<file path="src/rtl/v86iv_pkg.sv">
// Constants, states and flag positions for the virtual-8086 interrupt unit.
// Assumes a single core clock; included before the unit itself.
package v86iv_pkg;

    // ************************************************************
    // Flag and control bit positions, limits and masks
    // ************************************************************
    localparam int FL_IE   = 9;
    localparam int FL_NT   = 14;
    localparam int FL_IO_PRIVILEGE_LEVEL = 12;
    localparam int FL_VM   = 17;
    localparam int FL_VIE  = 19;
    localparam int FL_VIP  = 20;
    localparam int CR4_VXE = 0;

    localparam logic [1:0]  IO_PRIVILEGE_LEVEL_MAX   = 2'h3;
    localparam logic [1:0]  CPL_KERNEL = 2'h0;
    localparam logic [31:0] FLAGS_RST  = 32'h0000_0002;
    localparam logic [31:0] LOW16_MASK = 32'h0000_FFFF;
    localparam logic [3:0]  PUSH_LAST  = 4'h8;

    // ************************************************************
    // Entry sequencer states
    // ************************************************************
    typedef enum logic [4:0] {
        V86IV_IDLE  = 5'b00001,
        V86IV_PUSH  = 5'b00010,
        V86IV_ENTER = 5'b00100,
        V86IV_TSAVE = 5'b01000,
        V86IV_TLOAD = 5'b10000
    } v86iv_state_e;

endpackage : v86iv_pkg

</file>
<file path="src/rtl/v86iv_unit.sv">
// Interrupt and flag virtualisation logic for virtual-8086 mode.
// Assumes the core presents decoded ops as one-cycle pulses on clk, and that
// the pin input is asynchronous while the controller request is on clk.
`timescale 1ns/1ns
`default_nettype none
module v86iv_unit (
    input  wire logic        clk,
    input  wire logic        rst_b,
    input  wire logic        maskable_pin_a,
    input  wire logic        lic_req,
    input  wire logic [7:0]  lic_vector,
    input  wire logic [7:0]  pin_vector,
    input  wire logic [31:0] control_reg_four,
    input  wire logic [1:0]  current_privilege_level,
    input  wire logic        task_gate_sel,
    input  wire logic [15:0] cur_tss_selector,
    input  wire logic [31:0] new_task_flags,
    input  wire logic        clear_maskable_pin_a_op,
    input  wire logic        set_maskable_pin_a_op,
    input  wire logic        push_flags_op,
    input  wire logic        pop_flags_op,
    input  wire logic [31:0] pop_flags_data,
    input  wire logic        maskable_pin_a_return_op,
    input  wire logic [31:0] saved_flags_image,
    input  wire logic        sw_flags_wr,
    input  wire logic [31:0] sw_flags_data,
    input  wire logic        insn_start,
    input  wire logic        real_mode,
    output logic [31:0]      flags_register,
    output logic [31:0]      push_flags_data,
    output logic             protection_fault,
    output logic             maskable_pin_a_ack,
    output logic [7:0]       maskable_pin_a_vector,
    output logic             stack_push,
    output logic [3:0]       stack_push_index,
    output logic             seg_clear,
    output logic             handler_start,
    output logic             mode32_kernel,
    output logic             tss_flags_save,
    output logic [31:0]      tss_flags_image,
    output logic             tss_link_wr,
    output logic [15:0]      tss_link_value
);

    // ************************************************************
    // Input synchronisation and decode
    // ************************************************************
    logic                 pin_s1_q, pin_s2_q;
    logic [31:0]          fl_q, fl_d;
    v86iv_pkg::v86iv_state_e st_q, st_d;
    logic [3:0]           idx_q;
    logic [7:0]           vec_q;

    function automatic logic virt_active(input logic [31:0] f, input logic [31:0] cr);
        virt_active = cr[v86iv_pkg::CR4_VXE] &&
                      (f[v86iv_pkg::FL_IO_PRIVILEGE_LEVEL +: 2] < v86iv_pkg::IO_PRIVILEGE_LEVEL_MAX);
    endfunction : virt_active

    wire vact      = virt_active(fl_q, control_reg_four) && !real_mode;
    wire irq_raw   = pin_s2_q || lic_req;
    wire irq_take  = irq_raw && fl_q[v86iv_pkg::FL_IE] &&
                     (st_q == v86iv_pkg::V86IV_IDLE);
    wire vpend     = fl_q[v86iv_pkg::FL_VIP];
    wire sti_fault = vact && set_maskable_pin_a_op && vpend;
    wire both_flt  = vact && insn_start && fl_q[v86iv_pkg::FL_VIE] && vpend;
    wire [7:0] vsel = pin_s2_q ? pin_vector : lic_vector;

    // Only the second stage is read, so a metastable first stage never reaches the decode.
    always_ff @(posedge clk) begin
        if (!rst_b) begin
            pin_s1_q <= 1'b0;
            pin_s2_q <= 1'b0;
        end else begin
            pin_s1_q <= maskable_pin_a;
            pin_s2_q <= pin_s1_q;
        end
    end

    // ************************************************************
    // Flags update
    // ************************************************************
    always_comb begin
        fl_d = fl_q;
        if (sw_flags_wr) begin
            fl_d = sw_flags_data;
        end else if (st_q == v86iv_pkg::V86IV_TLOAD) begin
            fl_d = new_task_flags;
            fl_d[v86iv_pkg::FL_VM] = 1'b0;
            fl_d[v86iv_pkg::FL_NT] = 1'b1;
        end else if (st_q == v86iv_pkg::V86IV_ENTER) begin
            fl_d[v86iv_pkg::FL_VM] = 1'b0;
        end else if (maskable_pin_a_return_op) begin
            fl_d = saved_flags_image;
            if (current_privilege_level != v86iv_pkg::CPL_KERNEL) begin
                fl_d[v86iv_pkg::FL_VM] = fl_q[v86iv_pkg::FL_VM];
            end
        end else if (vact) begin
            if (clear_maskable_pin_a_op) begin
                fl_d[v86iv_pkg::FL_VIE] = 1'b0;
            end else if (set_maskable_pin_a_op && !vpend) begin
                fl_d[v86iv_pkg::FL_VIE] = 1'b1;
            end else if (pop_flags_op) begin
                fl_d[v86iv_pkg::FL_VIE] = pop_flags_data[v86iv_pkg::FL_IE];
            end
        end else if (!real_mode) begin
            if (clear_maskable_pin_a_op) begin
                fl_d[v86iv_pkg::FL_IE] = 1'b0;
            end else if (set_maskable_pin_a_op) begin
                fl_d[v86iv_pkg::FL_IE] = 1'b1;
            end else if (pop_flags_op) begin
                fl_d[v86iv_pkg::FL_IE] = pop_flags_data[v86iv_pkg::FL_IE];
            end
        end
    end

    // ************************************************************
    // Entry sequencer
    // ************************************************************
    // A task gate takes the save/load path; other vectors push nine words.
    always_comb begin
        st_d = st_q;
        case (st_q)
            v86iv_pkg::V86IV_IDLE: begin
                if (irq_take) begin
                    st_d = task_gate_sel ? v86iv_pkg::V86IV_TSAVE : v86iv_pkg::V86IV_PUSH;
                end
            end
            v86iv_pkg::V86IV_PUSH: begin
                if (idx_q == v86iv_pkg::PUSH_LAST) begin
                    st_d = v86iv_pkg::V86IV_ENTER;
                end
            end
            v86iv_pkg::V86IV_TSAVE: st_d = v86iv_pkg::V86IV_TLOAD;
            v86iv_pkg::V86IV_ENTER: st_d = v86iv_pkg::V86IV_IDLE;
            v86iv_pkg::V86IV_TLOAD: st_d = v86iv_pkg::V86IV_IDLE;
            default:                st_d = v86iv_pkg::V86IV_IDLE;
        endcase
    end

    // ************************************************************
    // State registers
    // ************************************************************
    wire       in_push  = (st_q == v86iv_pkg::V86IV_PUSH);
    wire       in_enter = (st_q == v86iv_pkg::V86IV_ENTER);
    wire       in_tsave = (st_q == v86iv_pkg::V86IV_TSAVE);
    wire       in_tload = (st_q == v86iv_pkg::V86IV_TLOAD);
    wire [3:0] idx_d    = in_push ? idx_q + 4'h1 : 4'h0;

    always_ff @(posedge clk) begin
        if (!rst_b) begin
            fl_q <= v86iv_pkg::FLAGS_RST;
        end else begin
            fl_q <= fl_d;
        end
    end

    always_ff @(posedge clk) begin
        if (!rst_b) begin
            st_q <= v86iv_pkg::V86IV_IDLE;
        end else begin
            st_q <= st_d;
        end
    end

    // The index runs only while pushing, so every entry starts again at word zero.
    always_ff @(posedge clk) begin
        if (!rst_b) begin
            idx_q <= 4'h0;
        end else begin
            idx_q <= idx_d;
        end
    end

    always_ff @(posedge clk) begin
        if (!rst_b) begin
            vec_q <= 8'h00;
        end else if (irq_take) begin
            vec_q <= vsel;
        end
    end

    // ************************************************************
    // Registered outputs
    // ************************************************************
    // Every output is a flop so the core sees clean, glitch-free strobes.
    wire [31:0] push_img = vact ? {fl_q[31:v86iv_pkg::FL_IE+1], fl_q[v86iv_pkg::FL_VIE],
                                   fl_q[v86iv_pkg::FL_IE-1:0]} : fl_q;
    wire [31:0] tss_img  = fl_q | (32'h1 << v86iv_pkg::FL_VM);
    wire        fault_d  = sti_fault || both_flt;
    wire        start_d  = in_enter || in_tload;

    always_ff @(posedge clk) begin
        if (!rst_b) begin
            flags_register <= v86iv_pkg::FLAGS_RST;
        end else begin
            flags_register <= fl_d;
        end
    end

    // The pushed image holds until the next push, so the core may fetch it late.
    always_ff @(posedge clk) begin
        if (!rst_b) begin
            push_flags_data <= 32'h0000_0000;
        end else if (push_flags_op) begin
            push_flags_data <= push_img;
        end
    end

    always_ff @(posedge clk) begin
        if (!rst_b) begin
            protection_fault <= 1'b0;
        end else begin
            protection_fault <= fault_d;
        end
    end

    always_ff @(posedge clk) begin
        if (!rst_b) begin
            maskable_pin_a_ack <= 1'b0;
        end else begin
            maskable_pin_a_ack <= irq_take;
        end
    end

    always_ff @(posedge clk) begin
        if (!rst_b) begin
            maskable_pin_a_vector <= 8'h00;
        end else begin
            maskable_pin_a_vector <= irq_take ? vsel : vec_q;
        end
    end

    always_ff @(posedge clk) begin
        if (!rst_b) begin
            stack_push       <= 1'b0;
            stack_push_index <= 4'h0;
        end else begin
            stack_push       <= in_push;
            stack_push_index <= idx_q;
        end
    end

    always_ff @(posedge clk) begin
        if (!rst_b) begin
            seg_clear <= 1'b0;
        end else begin
            seg_clear <= in_enter;
        end
    end

    always_ff @(posedge clk) begin
        if (!rst_b) begin
            handler_start <= 1'b0;
        end else begin
            handler_start <= start_d;
        end
    end

    // The kernel level stands until a return; nested entries are not counted.
    always_ff @(posedge clk) begin
        if (!rst_b) begin
            mode32_kernel <= 1'b0;
        end else if (irq_take && !task_gate_sel) begin
            mode32_kernel <= 1'b1;
        end else if (maskable_pin_a_return_op) begin
            mode32_kernel <= 1'b0;
        end
    end

    always_ff @(posedge clk) begin
        if (!rst_b) begin
            tss_flags_save  <= 1'b0;
            tss_flags_image <= 32'h0000_0000;
        end else begin
            tss_flags_save  <= in_tsave;
            tss_flags_image <= tss_img;
        end
    end

    always_ff @(posedge clk) begin
        if (!rst_b) begin
            tss_link_wr    <= 1'b0;
            tss_link_value <= 16'h0000;
        end else begin
            tss_link_wr    <= in_tsave;
            tss_link_value <= cur_tss_selector;
        end
    end

endmodule : v86iv_unit
`default_nettype wire

</file>
<file path="config.mk">
export PLATFORM = sky130hd
export DESIGN_NAME = v86iv_unit
export DESIGN_NICKNAME = d
export VERILOG_FILES = /design/src/rtl/v86iv_pkg.sv /design/src/rtl/v86iv_unit.sv
export SDC_FILE = /design/constraint.sdc
export NUM_CORES = 1
export LEC_CHECK = 0
export BUFFER_PORTS_ARGS = -buffer_cell sky130_fd_sc_hd__buf_4
export CELL_PAD_IN_SITES_DETAIL_PLACEMENT = 1
export CELL_PAD_IN_SITES_GLOBAL_PLACEMENT = 1
export CORE_UTILIZATION = 30
export DETAILED_ROUTE_END_ITERATION = 7
export MAX_ROUTING_LAYER = met4
export PLACE_DENSITY_LB_ADDON = 0.1
export SLEW_MARGIN = 20
export SYNTH_ARGS = -nofsm -noshare
export SYNTH_HDL_FRONTEND = slang
export SYNTH_SLANG_ARGS = --single-unit
export TNS_END_PERCENT = 20
</file>
<file path="constraint.sdc">
create_clock -name clk -period 2.3 [get_ports clk]
set_input_delay 0.46 -clock clk [delete_from_list [all_inputs] [get_ports clk]]
set_output_delay 0.46 -clock clk [all_outputs]
set_load 0.01 [all_outputs]
</file>
# Yosys cells after proc, flatten, opt, wreduce, memory -nomap -nowiden
# Index checks and enable logic that the tools add are counted.
dict set report totals {
  reg_bits 142
  output_inout_bits 132
  wordCells 93
}
dict set report op_classes {
  addsub 1
  n_lt_le_gt_ge 1
  eq_ne 12
  mux 28
  n_reduce_logical 30
}
# op count
set op_table {}
lappend op_table {{two-way mux 32 bit} 2}
lappend op_table {{two-way mux 18 bit} 1}
lappend op_table {{two-way mux 9 bit} 2}
lappend op_table {{two-way mux 17 bit} 1}
lappend op_table {{one-hot mux 5 bit (3 select lines)} 1}
lappend op_table {{two-way mux 1 bit} 14}
lappend op_table {{two-way mux 14 bit} 1}
lappend op_table {{two-way mux 12 bit} 1}
lappend op_table {{nonzero test 6 bit} 2}
lappend op_table {{logical AND 1 bit} 11}
lappend op_table {{two-way mux 10 bit} 1}
lappend op_table {{two-way mux 5 bit} 2}
lappend op_table {{two-way mux 8 bit} 1}
lappend op_table {{inequality test 4 x 3 -> 1 bit (second input constant)} 2}
lappend op_table {{AND reduction 2 bit} 4}
lappend op_table {{nonzero test 4 bit} 2}
lappend op_table {{== test 5 x 1 -> 1 bit (second input constant)} 1}
lappend op_table {{== test 5 x 2 -> 1 bit (second input constant)} 1}
lappend op_table {{== test 5 x 3 -> 1 bit (second input constant)} 1}
lappend op_table {{== test 5 x 4 -> 1 bit (second input constant)} 1}
lappend op_table {{== test 5 bit (second input constant)} 1}
lappend op_table {{adder 4 x 1 -> 4 bit (second input constant)} 1}
lappend op_table {{== test 4 bit (second input constant)} 1}
lappend op_table {{two-way mux 4 bit} 1}
lappend op_table {{other kinds (11)} 16}

# Longest topological paths before layout
# Gate-level depths: netlist (run 1).
dict set report depth {
  ltp_word 9
  mapped_depth 9
}

# Least setup slack after synthesis (run 1)
# Ideal clock, no wire load.
dict set report synth_path {
  path_kind {register to register}
  start {reg st_q[1]}
  end {reg flags_register[1]}
  arrival_time_ns 1.705
  required_time_ns 2.178
  slack_ns 0.473
  stages_incl_launch_ff 9
  path_buffers 3
  cell_sequence {dfxtp_1 > buf_6 > or3_1 > buf_6 > o21ai_1 > a21o_1 > buf_2 > a31oi_1 > a221o_1}
}
dict set report synth_via {
  elab_chain_len 3
  word_cells_on_any_way 7
  cone_classes {3 x eq/ne; 2 x mux; 2 x reduce/logical}
}
# item line_no
set synth_lines {}
lappend synth_lines {{start, declared} v86iv_unit.sv:50} ;# v86iv_pkg::v86iv_state_e st_q, st_d;
lappend synth_lines {{start signal, assigned} v86iv_unit.sv:159} ;# st_q <= v86iv_pkg::V86IV_IDLE;
lappend synth_lines {{start signal, assigned} v86iv_unit.sv:161} ;# st_q <= st_d;
lappend synth_lines {{== test 5 x 3 -> 1 bit / == test 5 bit (equally long branches)} {v86iv_unit.sv:90, v86iv_unit.sv:86}}
lappend synth_lines {{inequality test 3 x 2 -> 1 bit (no line) (tied with other cells)} --}
lappend synth_lines {{AND reduction 2 bit (no line) / two-way mux 32 bit (equally long branches)} --}
lappend synth_lines {{end signal, assigned} v86iv_unit.sv:194} ;# flags_register <= v86iv_pkg::FLAGS_RST;
lappend synth_lines {{end signal, assigned} v86iv_unit.sv:196} ;# flags_register <= fl_d;
lappend synth_lines {{end, declared} v86iv_unit.sv:29} ;# output logic [31:0] flags_register,
# Several ways; a longest one is shown, not always the timed one.
# A chain may end at the register's enable or synchronous reset.

# Worst setup path in the final report (run 1)
dict set report layout_path {
  start {reg st_q[1]}
  end {reg flags_register[3]}
}
# Same word-level chain as after synthesis.

==> metrics, run 1 <==
initial antenna violation count=0; r2r setup slk=0.14 ns; Post-route DRC=0; GRT overflow=0; Yosys Warn Count=0; post-synth design cell area=0.005669 mm^2; status=completed; vias per std cell=approximately 4.6; CP arrival=~2.5 ns; drt initial violations=about 110; Slew Viols, Final=0; cts repair resizes=0; DP Cell Count=1055; number of global-route vias before repair=around 5.3k; Yosys top cell area share=roughly half; post-DP HPWL=between 10000 and 15000 um; R2R depth=6; WP data required=2.64 ns; Ant. Diodes=0; Final min period=roughly 2.2 ns; buffers added on ports=274; flops & latches, synth=about 140; Finished Layout Cells=about 1.1k; placement row count=between 40 and 50; Hold Path Cell Cnt=2; pre-CTS WS=0.1179 ns; worst r2r src=st_q[1]$_SDFFE_PN0P_; postcts setup bufs=0; Setup TNS Final=0 ns; HP Class=in -> reg; dominant cell type by area after synthesis=dfxtp_1; hold buffers post-CTS=0; Final Setup Violations=0; FFs w/ async S/R, synth=0%; Fmax=~460 MHz; RSZ-0062 raised after global routing=false; Crit. End Element=flop; Root Buffer=clkbuf_16; overall via count from detail_route=just over 5k; maximum level of the CTS H-tree=4; worst skew pair latency=about 0.42 ns; remaining antenna violation count after routing=0; gpl congestion=just under 0.8; initial core utilization=a little under a third; largest net degree at the start of global routing=61; EDFF count, synth=0; Worst VDD drop=between 0.0005 and 0.0006 V; Worst Skew=around 0.009 ns; cells after synthesis=613; total routed wirelength=approximately 18000 um; FF-to-FF End=flags_register[3]$_SDFFE_PN0P_; layout cells sized above 1=a little under two fifths; area of the core=between 0.015 and 0.02 mm^2; area grow syn2layout=46.21%; Slew @ Worst Pin=roughly 0.65 ns; syn_area_per_cell=roughly 9.2 um^2; Layout Nets=~1.1k; final worst slack=about 0.14 ns; CTS tree=built; count leader, synth=dfxtp_1; Post-synth top cells=142 x dfxtp_1, 63 x nand2_1, 55 x a21oi_1; Die ar.=0.01945 mm^2; Pwr Density=roughly 760 mW/mm^2; Synth Flop Type=dfxtp_1; WS Path Type=reg -> reg; worst hold endpoint=tss_link_value[3]$_SDFF_PN0_; buffer depth of the longest clock path=2; Max-Cap Viols=0; Setup crit start kind=flop; DIE WIDTH=roughly 140 um; clock sinks=142; worst-path maximum fanout=14; gr usage total=about a fifth; die height=139.5 um; filler cell count=between 2k and 2.5k; Seq/Total Area, Yosys=about half; leakage=around 4.0 nW; Final Util=45.37%; CTS clk-pin slew, worst paths=approximately 0.060 ns; Register Area=~0.0028 mm^2; DR WL/cell=16.91 um; first-pass GRT wire length=28640 um; IO Count=~340; Slew HR=56.58%; Post-Syn Nets=822; Final period util=a little over nine tenths; hold_sp=cur_tss_selector[3]; CTS buffer count=17; Hold Fails Final Rpt=0; synth top area cells=dfxtp_1 50%, mux2i_1 7.2%, and2_1 6.0%, a221o_1 4.9%, a21oi_1 4.9%; drt first pass iters=4; Multi-input gate area=approximately 0.0022 mm^2; Distinct cells, synth=45
## where the power goes
| part | switching [mW] | internal (mW) | leakage [nW] |
|---|---|---|---|
| Sequential | 0.0843 | 2.59 | 1.16 |
| Clock | 1.14 | 1.68 | 0.285 |
| Combinational | 0.380 | 0.462 | 2.55 |
| Total | 1.60 | 4.73 | 4.00 |
## worst max-delay path by stage
stage                         start                               to  slack [ns]  depth (start not counted)
3_3_place_gp   st_q[1]$_SDFFE_PN0P_   flags_register[6]$_SDFFE_PN0P_        0.18                          6
6_report       st_q[1]$_SDFFE_PN0P_   flags_register[3]$_SDFFE_PN0P_        0.14                          6
5_1_grt        st_q[1]$_SDFFE_PN0P_  flags_register[31]$_SDFFE_PN0P_        0.01                          6
3_5_place_dp   st_q[1]$_SDFFE_PN0P_   flags_register[3]$_SDFFE_PN0P_        0.12                          6
2_1_floorplan  st_q[1]$_SDFFE_PN0P_   flags_register[1]$_SDFFE_PN1P_        0.47                          8
4_1_cts        st_q[1]$_SDFFE_PN0P_  flags_register[31]$_SDFFE_PN0P_        0.10                          6
## cell usage in the layout (no fill, tap or decap), types with 2 or more instances in the layout
cell and instances:
clkinv_4 3, a211oi_1 9, o31ai_1 2, clkbuf_16 17, dfxtp_1 142, buf_4 286, and2_1 54, inv_6 3
nor2b_1 4, nor4_2 2, a221o_1 28, buf_12 2, inv_1 34, a2111oi_0 2, clkbuf_8 2, nor3b_1 2
nor3_1 9, nand2_1 63, a31oi_1 5, o21a_1 2, clkinvlp_4 4, nand2b_1 4, o21ai_0 3, nor2_1 53
a21o_1 2, or3_1 2, a21oi_1 55, mux2i_1 41, bufinv_16 2, ha_1 2
## cell type report
| class | count | share of cell area (%) |
|---|---|---|
| flip-flops and latches | 142 | 34.29 |
| clock inverters | 13 | 1.857 |
| well taps | 229 | 3.457 |
| repair buffers | 288 | 26.38 |
| inverters | 35 | 1.585 |
| clock buffers | 19 | 5.464 |
| multi-input cells | 361 | 26.96 |
## worst max-delay path: stages (launching register included)
cell and delay [ns]:
dfxtp_1 0.39, or3_1 0.56, nor2_8 0.30, buf_4 0.23, a21oi_1 0.09, a221o_1 0.35
a21oi_1 0.16
## flip-flops by register name (all words and copies together) (netlist names)
signal                 flops
stack_push                 1
handler_start              1
stack_push_index           4
flags_register            32
maskable_pin_a_ack         1
pin_s1_q                   1
tss_flags_image           32
maskable_pin_a_vector      8
st_q                       5
seg_clear                  1
tss_link_wr                1
idx_q                      4
tss_link_value            16
push_flags_data           32
mode32_kernel              1
pin_s2_q                   1
protection_fault           1
## metrics by stage
step	hold WS, ns	power, mW	instance area (um^2)
global route	0.2315	6.610	8289
finish	0.2459	6.331	8289
detailed placement	0.4243	3.583	7682
CTS	0.2254	6.427	8289
floorplan	0.4119	3.139	5669
global placement	0.4224	3.560	7682
## layer usage
layer | track usage (%) | up-vias | part of all wire [%]
met4 | 7.018 | 0 | 1.6
met2 | 33.48 | 167 | 49
met1 | 21.87 | 2378 | 42
met5 | - | - | 0
li1 | - | 2489 | -
met3 | 5.781 | 16 | 7.0
## cells by family after synthesis
logic type                 after synthesis  share of synthesized area (%)
xor gates and xnor gates                 2                         0.3090
DFF                                    142                          50.14
muxes                                   41                          7.239
and+or+nand+nor                        199                          17.17
adders and majority gates                2                         0.4413
AOI/OAI and AO/OA                      117                          14.24
buffers and inverters                  110                          10.46
Note: power is estimated with default switching activity, not from simulation.
==> run 2, diff against run 1 <==
--- a/config.mk
+++ b/config.mk
@@ -11,7 +11,7 @@
 export CORE_UTILIZATION = 30
 export DETAILED_ROUTE_END_ITERATION = 7
 export MAX_ROUTING_LAYER = met4
-export PLACE_DENSITY_LB_ADDON = 0.1
+export PLACE_DENSITY = 0.9
 export SLEW_MARGIN = 20
 export SYNTH_ARGS = -nofsm -noshare
 export SYNTH_HDL_FRONTEND = slang
==> metrics, run 2 (synthesis results as in run 1) <==
status=completed; Multi-input gate area=0.002255 mm^2 (+0.90%); CTS tree=built; cts repair resizes=0 (unchanged); WS Path Type=reg -> reg; area grow syn2layout=48.07%; worst skew pair latency=0.41 ns (about the same); Worst VDD drop=0.0004916 V (-6.3%); Clk pwr share=46.2% (+1.7 points); Root Buffer=clkbuf_16; filler cell count=2143 (+2.3%); Final min period=2.164 ns (+0.006344 ns); Seq pwr share=40.7% (-1.5 points); area of the core=0.01827 mm^2 (unchanged); Register Area=0.002843 mm^2 (unchanged); largest net degree at the start of global routing=40 (-34%); Final Setup Violations=0 (unchanged); postcts setup bufs=0 (unchanged); clock sinks=142 (unchanged); post-DP HPWL=14740 um (+9.7%); Final period util=94.10% (+0.28 points); Pwr Density=783.8 mW/mm^2 (+2.6%); number of global-route vias before repair=5315 (+0.72%); HP Class=in -> reg; buffers added on ports=274 (unchanged); top sig layer=met4; DR WL/cell=18.29 um (+8.1%); initial antenna violation count=1 (+1); gpl congestion=0.8172 (+3.7%); drt first pass iters=4 (unchanged); die height=139.5 um (unchanged); FF-to-FF End=flags_register[26]$_SDFFE_PN0P_; P_sw=1.544 mW (-3.6%); crit path from=st_q[1]$_SDFFE_PN0P_; DP Cell Count=1057 (+0.19%); DIE WIDTH=139.5 um (unchanged); CP arrival=2.50 ns (about the same); Fmax=462.1 MHz (-0.29%); overall via count from detail_route=5232 (+3.6%); CTS clk-pin slew, worst paths=0.06 ns (about the same); Crit. End Element=flop; Final Util=45.95% (+0.58 points); Setup crit start kind=flop; gr usage total=20.78% (+1.1 points); initial core utilization=31.03% (unchanged); Slew @ Worst Pin=0.6425 ns (-0.008771 ns); met3 wire len=1360 um (+6.2%); worst-path maximum fanout=14 (unchanged); Setup TNS Final=0 ns (unchanged); most common cell after layout, fill and taps aside=buf_4; Layout Nets=1059 (+0.47%); hold_ws=0.2534 ns (+0.007458 ns); most frequent cells in the layout=289 x buf_4, 142 x dfxtp_1, 63 x nand2_1; WP data required=2.64 ns (about the same); combinational power share=13.1% (-0.2 points); Max-Cap Viols=0 (unchanged); CTS buffer count=17 (unchanged); buffer depth of the longest clock path=2 (unchanged); Post-route DRC=0 (unchanged); Hold Fails Final Rpt=0 (unchanged); Largest regs=flags_register x32, push_flags_data x32, tss_flags_image x32; RSZ-0062 raised after global routing=false; maximum level of the CTS H-tree=4 (unchanged); R2R depth=5 (-1); Met1 Wirelength=7708 um (-1.2%); Design Power=6.580 mW (+3.9%); drt initial violations=123 (+9.8%); Power Internal=5.036 mW (+6.5%); leakage=4.047 nW (+1.1%); worst r2r src=st_q[1]$_SDFFE_PN0P_; Slew Viols, Final=0 (unchanged); Sw Share=23.46% (-1.8 points); hold buffers post-CTS=0 (unchanged); layout cells sized above 1=38.05% (+0.056 points); first-pass GRT wire length=29570 um (+3.3%); IO Count=339 (unchanged); Finished Layout Cells=1092 (+0.46%); r2r setup slk=0.14 ns (about the same); DR WL met2=10240 um (+14%); remaining antenna violation count after routing=0 (unchanged); GRT overflow=0 (unchanged); vias per std cell=4.791 (+3.1%); Die ar.=0.01945 mm^2 (unchanged); Slew HR=56.81% (+0.23 points); total routed wirelength=19970 um (+8.6%); placement row count=49 (unchanged); Worst Skew=0.008912 ns (-0.0002606 ns); critical path endpoint=flags_register[26]$_SDFFE_PN0P_
-- run 2: how the worst min path moves through the flow --
stage                             start                      endpoint  slack [ns]  cells past startpoint
floorplan           pin_s1_q$_SDFF_PN0_           pin_s2_q$_SDFF_PN0_        0.41                      1
global placement    pin_s1_q$_SDFF_PN0_           pin_s2_q$_SDFF_PN0_        0.42                      1
detailed placement  pin_s1_q$_SDFF_PN0_           pin_s2_q$_SDFF_PN0_        0.43                      1
CTS                 cur_tss_selector[0]  tss_link_value[0]$_SDFF_PN0_        0.24                      2
global route        cur_tss_selector[0]  tss_link_value[0]$_SDFF_PN0_        0.24                      2
finish              cur_tss_selector[0]  tss_link_value[0]$_SDFF_PN0_        0.25                      2
-- run 2: worst max-delay path, cell delays in order, from the launching register on --
cell and delay, ns:
dfxtp_1 0.33, or3_1 0.60, nor2_4 0.52, a21oi_1 0.15
a221o_1 0.35, a21oi_1 0.14
-- run 2: metrics by stage --
step | cell area, um^2 | setup WS, ns
floorplan | 5669 | 0.4733
global placement | 7719 | 0.1950
detailed placement | 7719 | 0.05780
CTS | 8366 | 0.04308
global route | 8394 | 0.03462
finish | 8394 | 0.1358
-- run 2: power groups by stage --
stage | combinational, mW | clock [mW] | sequential [mW]
6_report | 0.859 | 3.04 | 2.68
2_1_floorplan | 0.393 | 0 | 2.75
3_5_place_dp | 0.868 | 0 | 2.73
5_1_grt | 0.927 | 3.23 | 2.70
3_3_place_gp | 0.840 | 0 | 2.73
4_1_cts | 0.870 | 3.12 | 2.68
-- run 2: layout make-up --
cell class                 instances  share of cell area, %
antenna                            1                0.02981
inverter                          35                  1.565
tap                              229                  3.413
sequential                       142                  33.87
timing repair buffer             292                  26.56
clock buffer                      21                  5.485
clock inverter                    10                  2.221
multi-input combinational        362                  26.86
-- run 2: routing by layer --
metal	vias up	global-route usage [%]
met5	-	-
met4	0	9.474
met2	210	36.58
met3	38	5.609
li1	2501	-
met1	2483	21.58
==> run 3, diff against run 2 <==
--- a/config.mk
+++ b/config.mk
@@ -12,6 +12,7 @@
 export DETAILED_ROUTE_END_ITERATION = 7
 export MAX_ROUTING_LAYER = met4
 export PLACE_DENSITY = 0.9
+export REMOVE_ABC_BUFFERS = 1
 export SLEW_MARGIN = 20
 export SYNTH_ARGS = -nofsm -noshare
 export SYNTH_HDL_FRONTEND = slang
==> metrics, run 3 (synthesis results as in run 1) <==
status=completed; drt first pass iters=6 (+2); drt initial violations=127 (+3.3%); Slew @ Worst Pin=0.7294 ns (+0.08690 ns); Layout Nets=1056 (-0.28%); Largest regs=flags_register x32, push_flags_data x32, tss_flags_image x32; gpl congestion=0.8053 (-1.5%); Slew HR=50.12% (-6.7 points); post-DP HPWL=13640 um (-7.4%); CP cell instances=or3_1, nor2_8, buf_12, a2111oi_0, nor2_1, o211a_1; delay-heaviest family, CP=compound AO/OA/AOI/OAI gates; initial antenna violation count=0 (-1); buffers added on ports=274 (unchanged); Post-route DRC=0 (unchanged); Crit. path cell count=6 (+1); filler cell count=2140 (-0.14%); GRT overflow=0 (unchanged); die height=139.5 um (unchanged); post-route cell area=0.008295 mm^2 (-1.2%); cts repair resizes=0 (unchanged); CTS tree=built; area of the core=0.01827 mm^2 (unchanged); IO Count=339 (unchanged); Crit. End Element=flop; initial core utilization=31.03% (unchanged); placed inst area=0.007735 mm^2 (+0.21%); WP data required=2.61 ns (-0.03 ns); clock sinks=142 (unchanged); worst-path maximum fanout=19 (+5); number of global-route vias before repair=5458 (+2.7%); gr usage total=19.62% (-1.2 points); Setup crit start kind=flop; Ant. Diodes=0 (-1); Pwr Density=739.8 mW/mm^2 (-5.6%); CP peak stage delay=0.59 ns (about the same); CTS clk-pin slew, worst paths=0.07 ns (about the same); Fmax=486.2 MHz (+5.2%); first-pass GRT wire length=28500 um (-3.6%); Worst Skew=0.01005 ns (+0.001139 ns); largest net degree at the start of global routing=52 (+30%); Slew Viols, Final=0 (unchanged); R2R depth=6 (+1); Root Buffer=clkbuf_16; RSZ-0062 raised after global routing=false; CP max-delay cell=a2111oi_0; Die ar.=0.01945 mm^2 (unchanged); Hold Fails Final Rpt=0 (unchanged); WS Path Type=reg -> reg; postcts setup bufs=0 (unchanged); maximum level of the CTS H-tree=4 (unchanged); Max-Cap Viols=0 (unchanged); CP arrival=2.37 ns (-0.13 ns); Final min period=2.057 ns (-0.1075 ns); WP buf/inv=1 (+1); total routed wirelength=18300 um (-8.4%); Hold Path Cell Cnt=2 (unchanged); remaining antenna violation count after routing=0 (unchanged); layout cells sized above 1=38.14% (+0.088 points); buffer depth of the longest clock path=2 (unchanged); DR WL/cell=16.80 um (-8.1%); most common cell after layout, fill and taps aside=buf_4; Final Setup Violations=0 (unchanged); Final period util=89.42% (-4.7 points); hold buffers post-CTS=0 (unchanged); overall via count from detail_route=5137 (-1.8%); area grow syn2layout=46.33%; Setup TNS Final=0 ns (unchanged); most frequent cells in the layout=285 x buf_4, 142 x dfxtp_1, 63 x nand2_1; placement row count=49 (unchanged); Worst VDD drop=0.0004551 V (-7.4%); leakage=4.012 nW (-0.85%); DIE WIDTH=139.5 um (unchanged); vias per std cell=4.717 (-1.5%); worst skew pair latency=0.42 ns (about the same); CTS buffer count=17 (unchanged); HP Class=in -> reg
==> run 3: stage by stage <==
stage          setup slack (ns)  hold WS, ns  utilization [%]  instances  total power, mW
5_1_grt                 0.02780       0.2267            45.40       1089            6.427
3_5_place_dp             0.2303       0.4273            42.34       1057            3.592
4_1_cts                  0.2188       0.2283            45.40       1089            6.234
3_3_place_gp             0.3307       0.4150            42.34       1057            3.560
6_report                 0.2433       0.2463            45.40       1089            6.137
2_1_floorplan           -0.2090       0.4118                -        538            3.030
==> run 3: per-layer routing <==
| layer | global-route usage, % | routed length, um | vias to the layer above |
|---|---|---|---|
| met5 | - | 0 | - |
| met4 | 5.731 | 227 | 0 |
| met3 | 5.162 | 1084 | 20 |
| met2 | 35.39 | 9506 | 178 |
| met1 | 20.93 | 7481 | 2448 |
| li1 | - | - | 2491 |
==> run 3: power by group <==
part / leakage, nW / internal (mW) / switching (mW)
registers: 1.16 / 2.59 / 0.0853
clock network: 0.272 / 1.44 / 1.16
logic: 2.58 / 0.467 / 0.386
total: 4.01 / 4.50 / 1.64
==> run 3: final cells by class <==
class | count | area [um^2] | area share, %
clock inverter | 14 | 121.4 | 1.463
inverter | 35 | 131.4 | 1.584
sequential | 142 | 2843 | 34.27
timing repair buffer | 290 | 2240 | 27.00
multi-input combinational | 361 | 2235 | 26.94
clock buffer | 18 | 439.2 | 5.294
tap | 229 | 286.5 | 3.454
==> run 3: path summary, 6_finish.rpt <==
check,startpoint,end,slack (ns)
setup / recovery,st_q[3]$_SDFFE_PN0P_,flags_register[19]$_SDFFE_PN0P_,0.24
hold / removal,cur_tss_selector[9],tss_link_value[9]$_SDFF_PN0_,0.25
setup reg to reg,st_q[3]$_SDFFE_PN0P_,flags_register[19]$_SDFFE_PN0P_,0.24
hold reg to reg,pin_s1_q$_SDFF_PN0_,pin_s2_q$_SDFF_PN0_,0.44
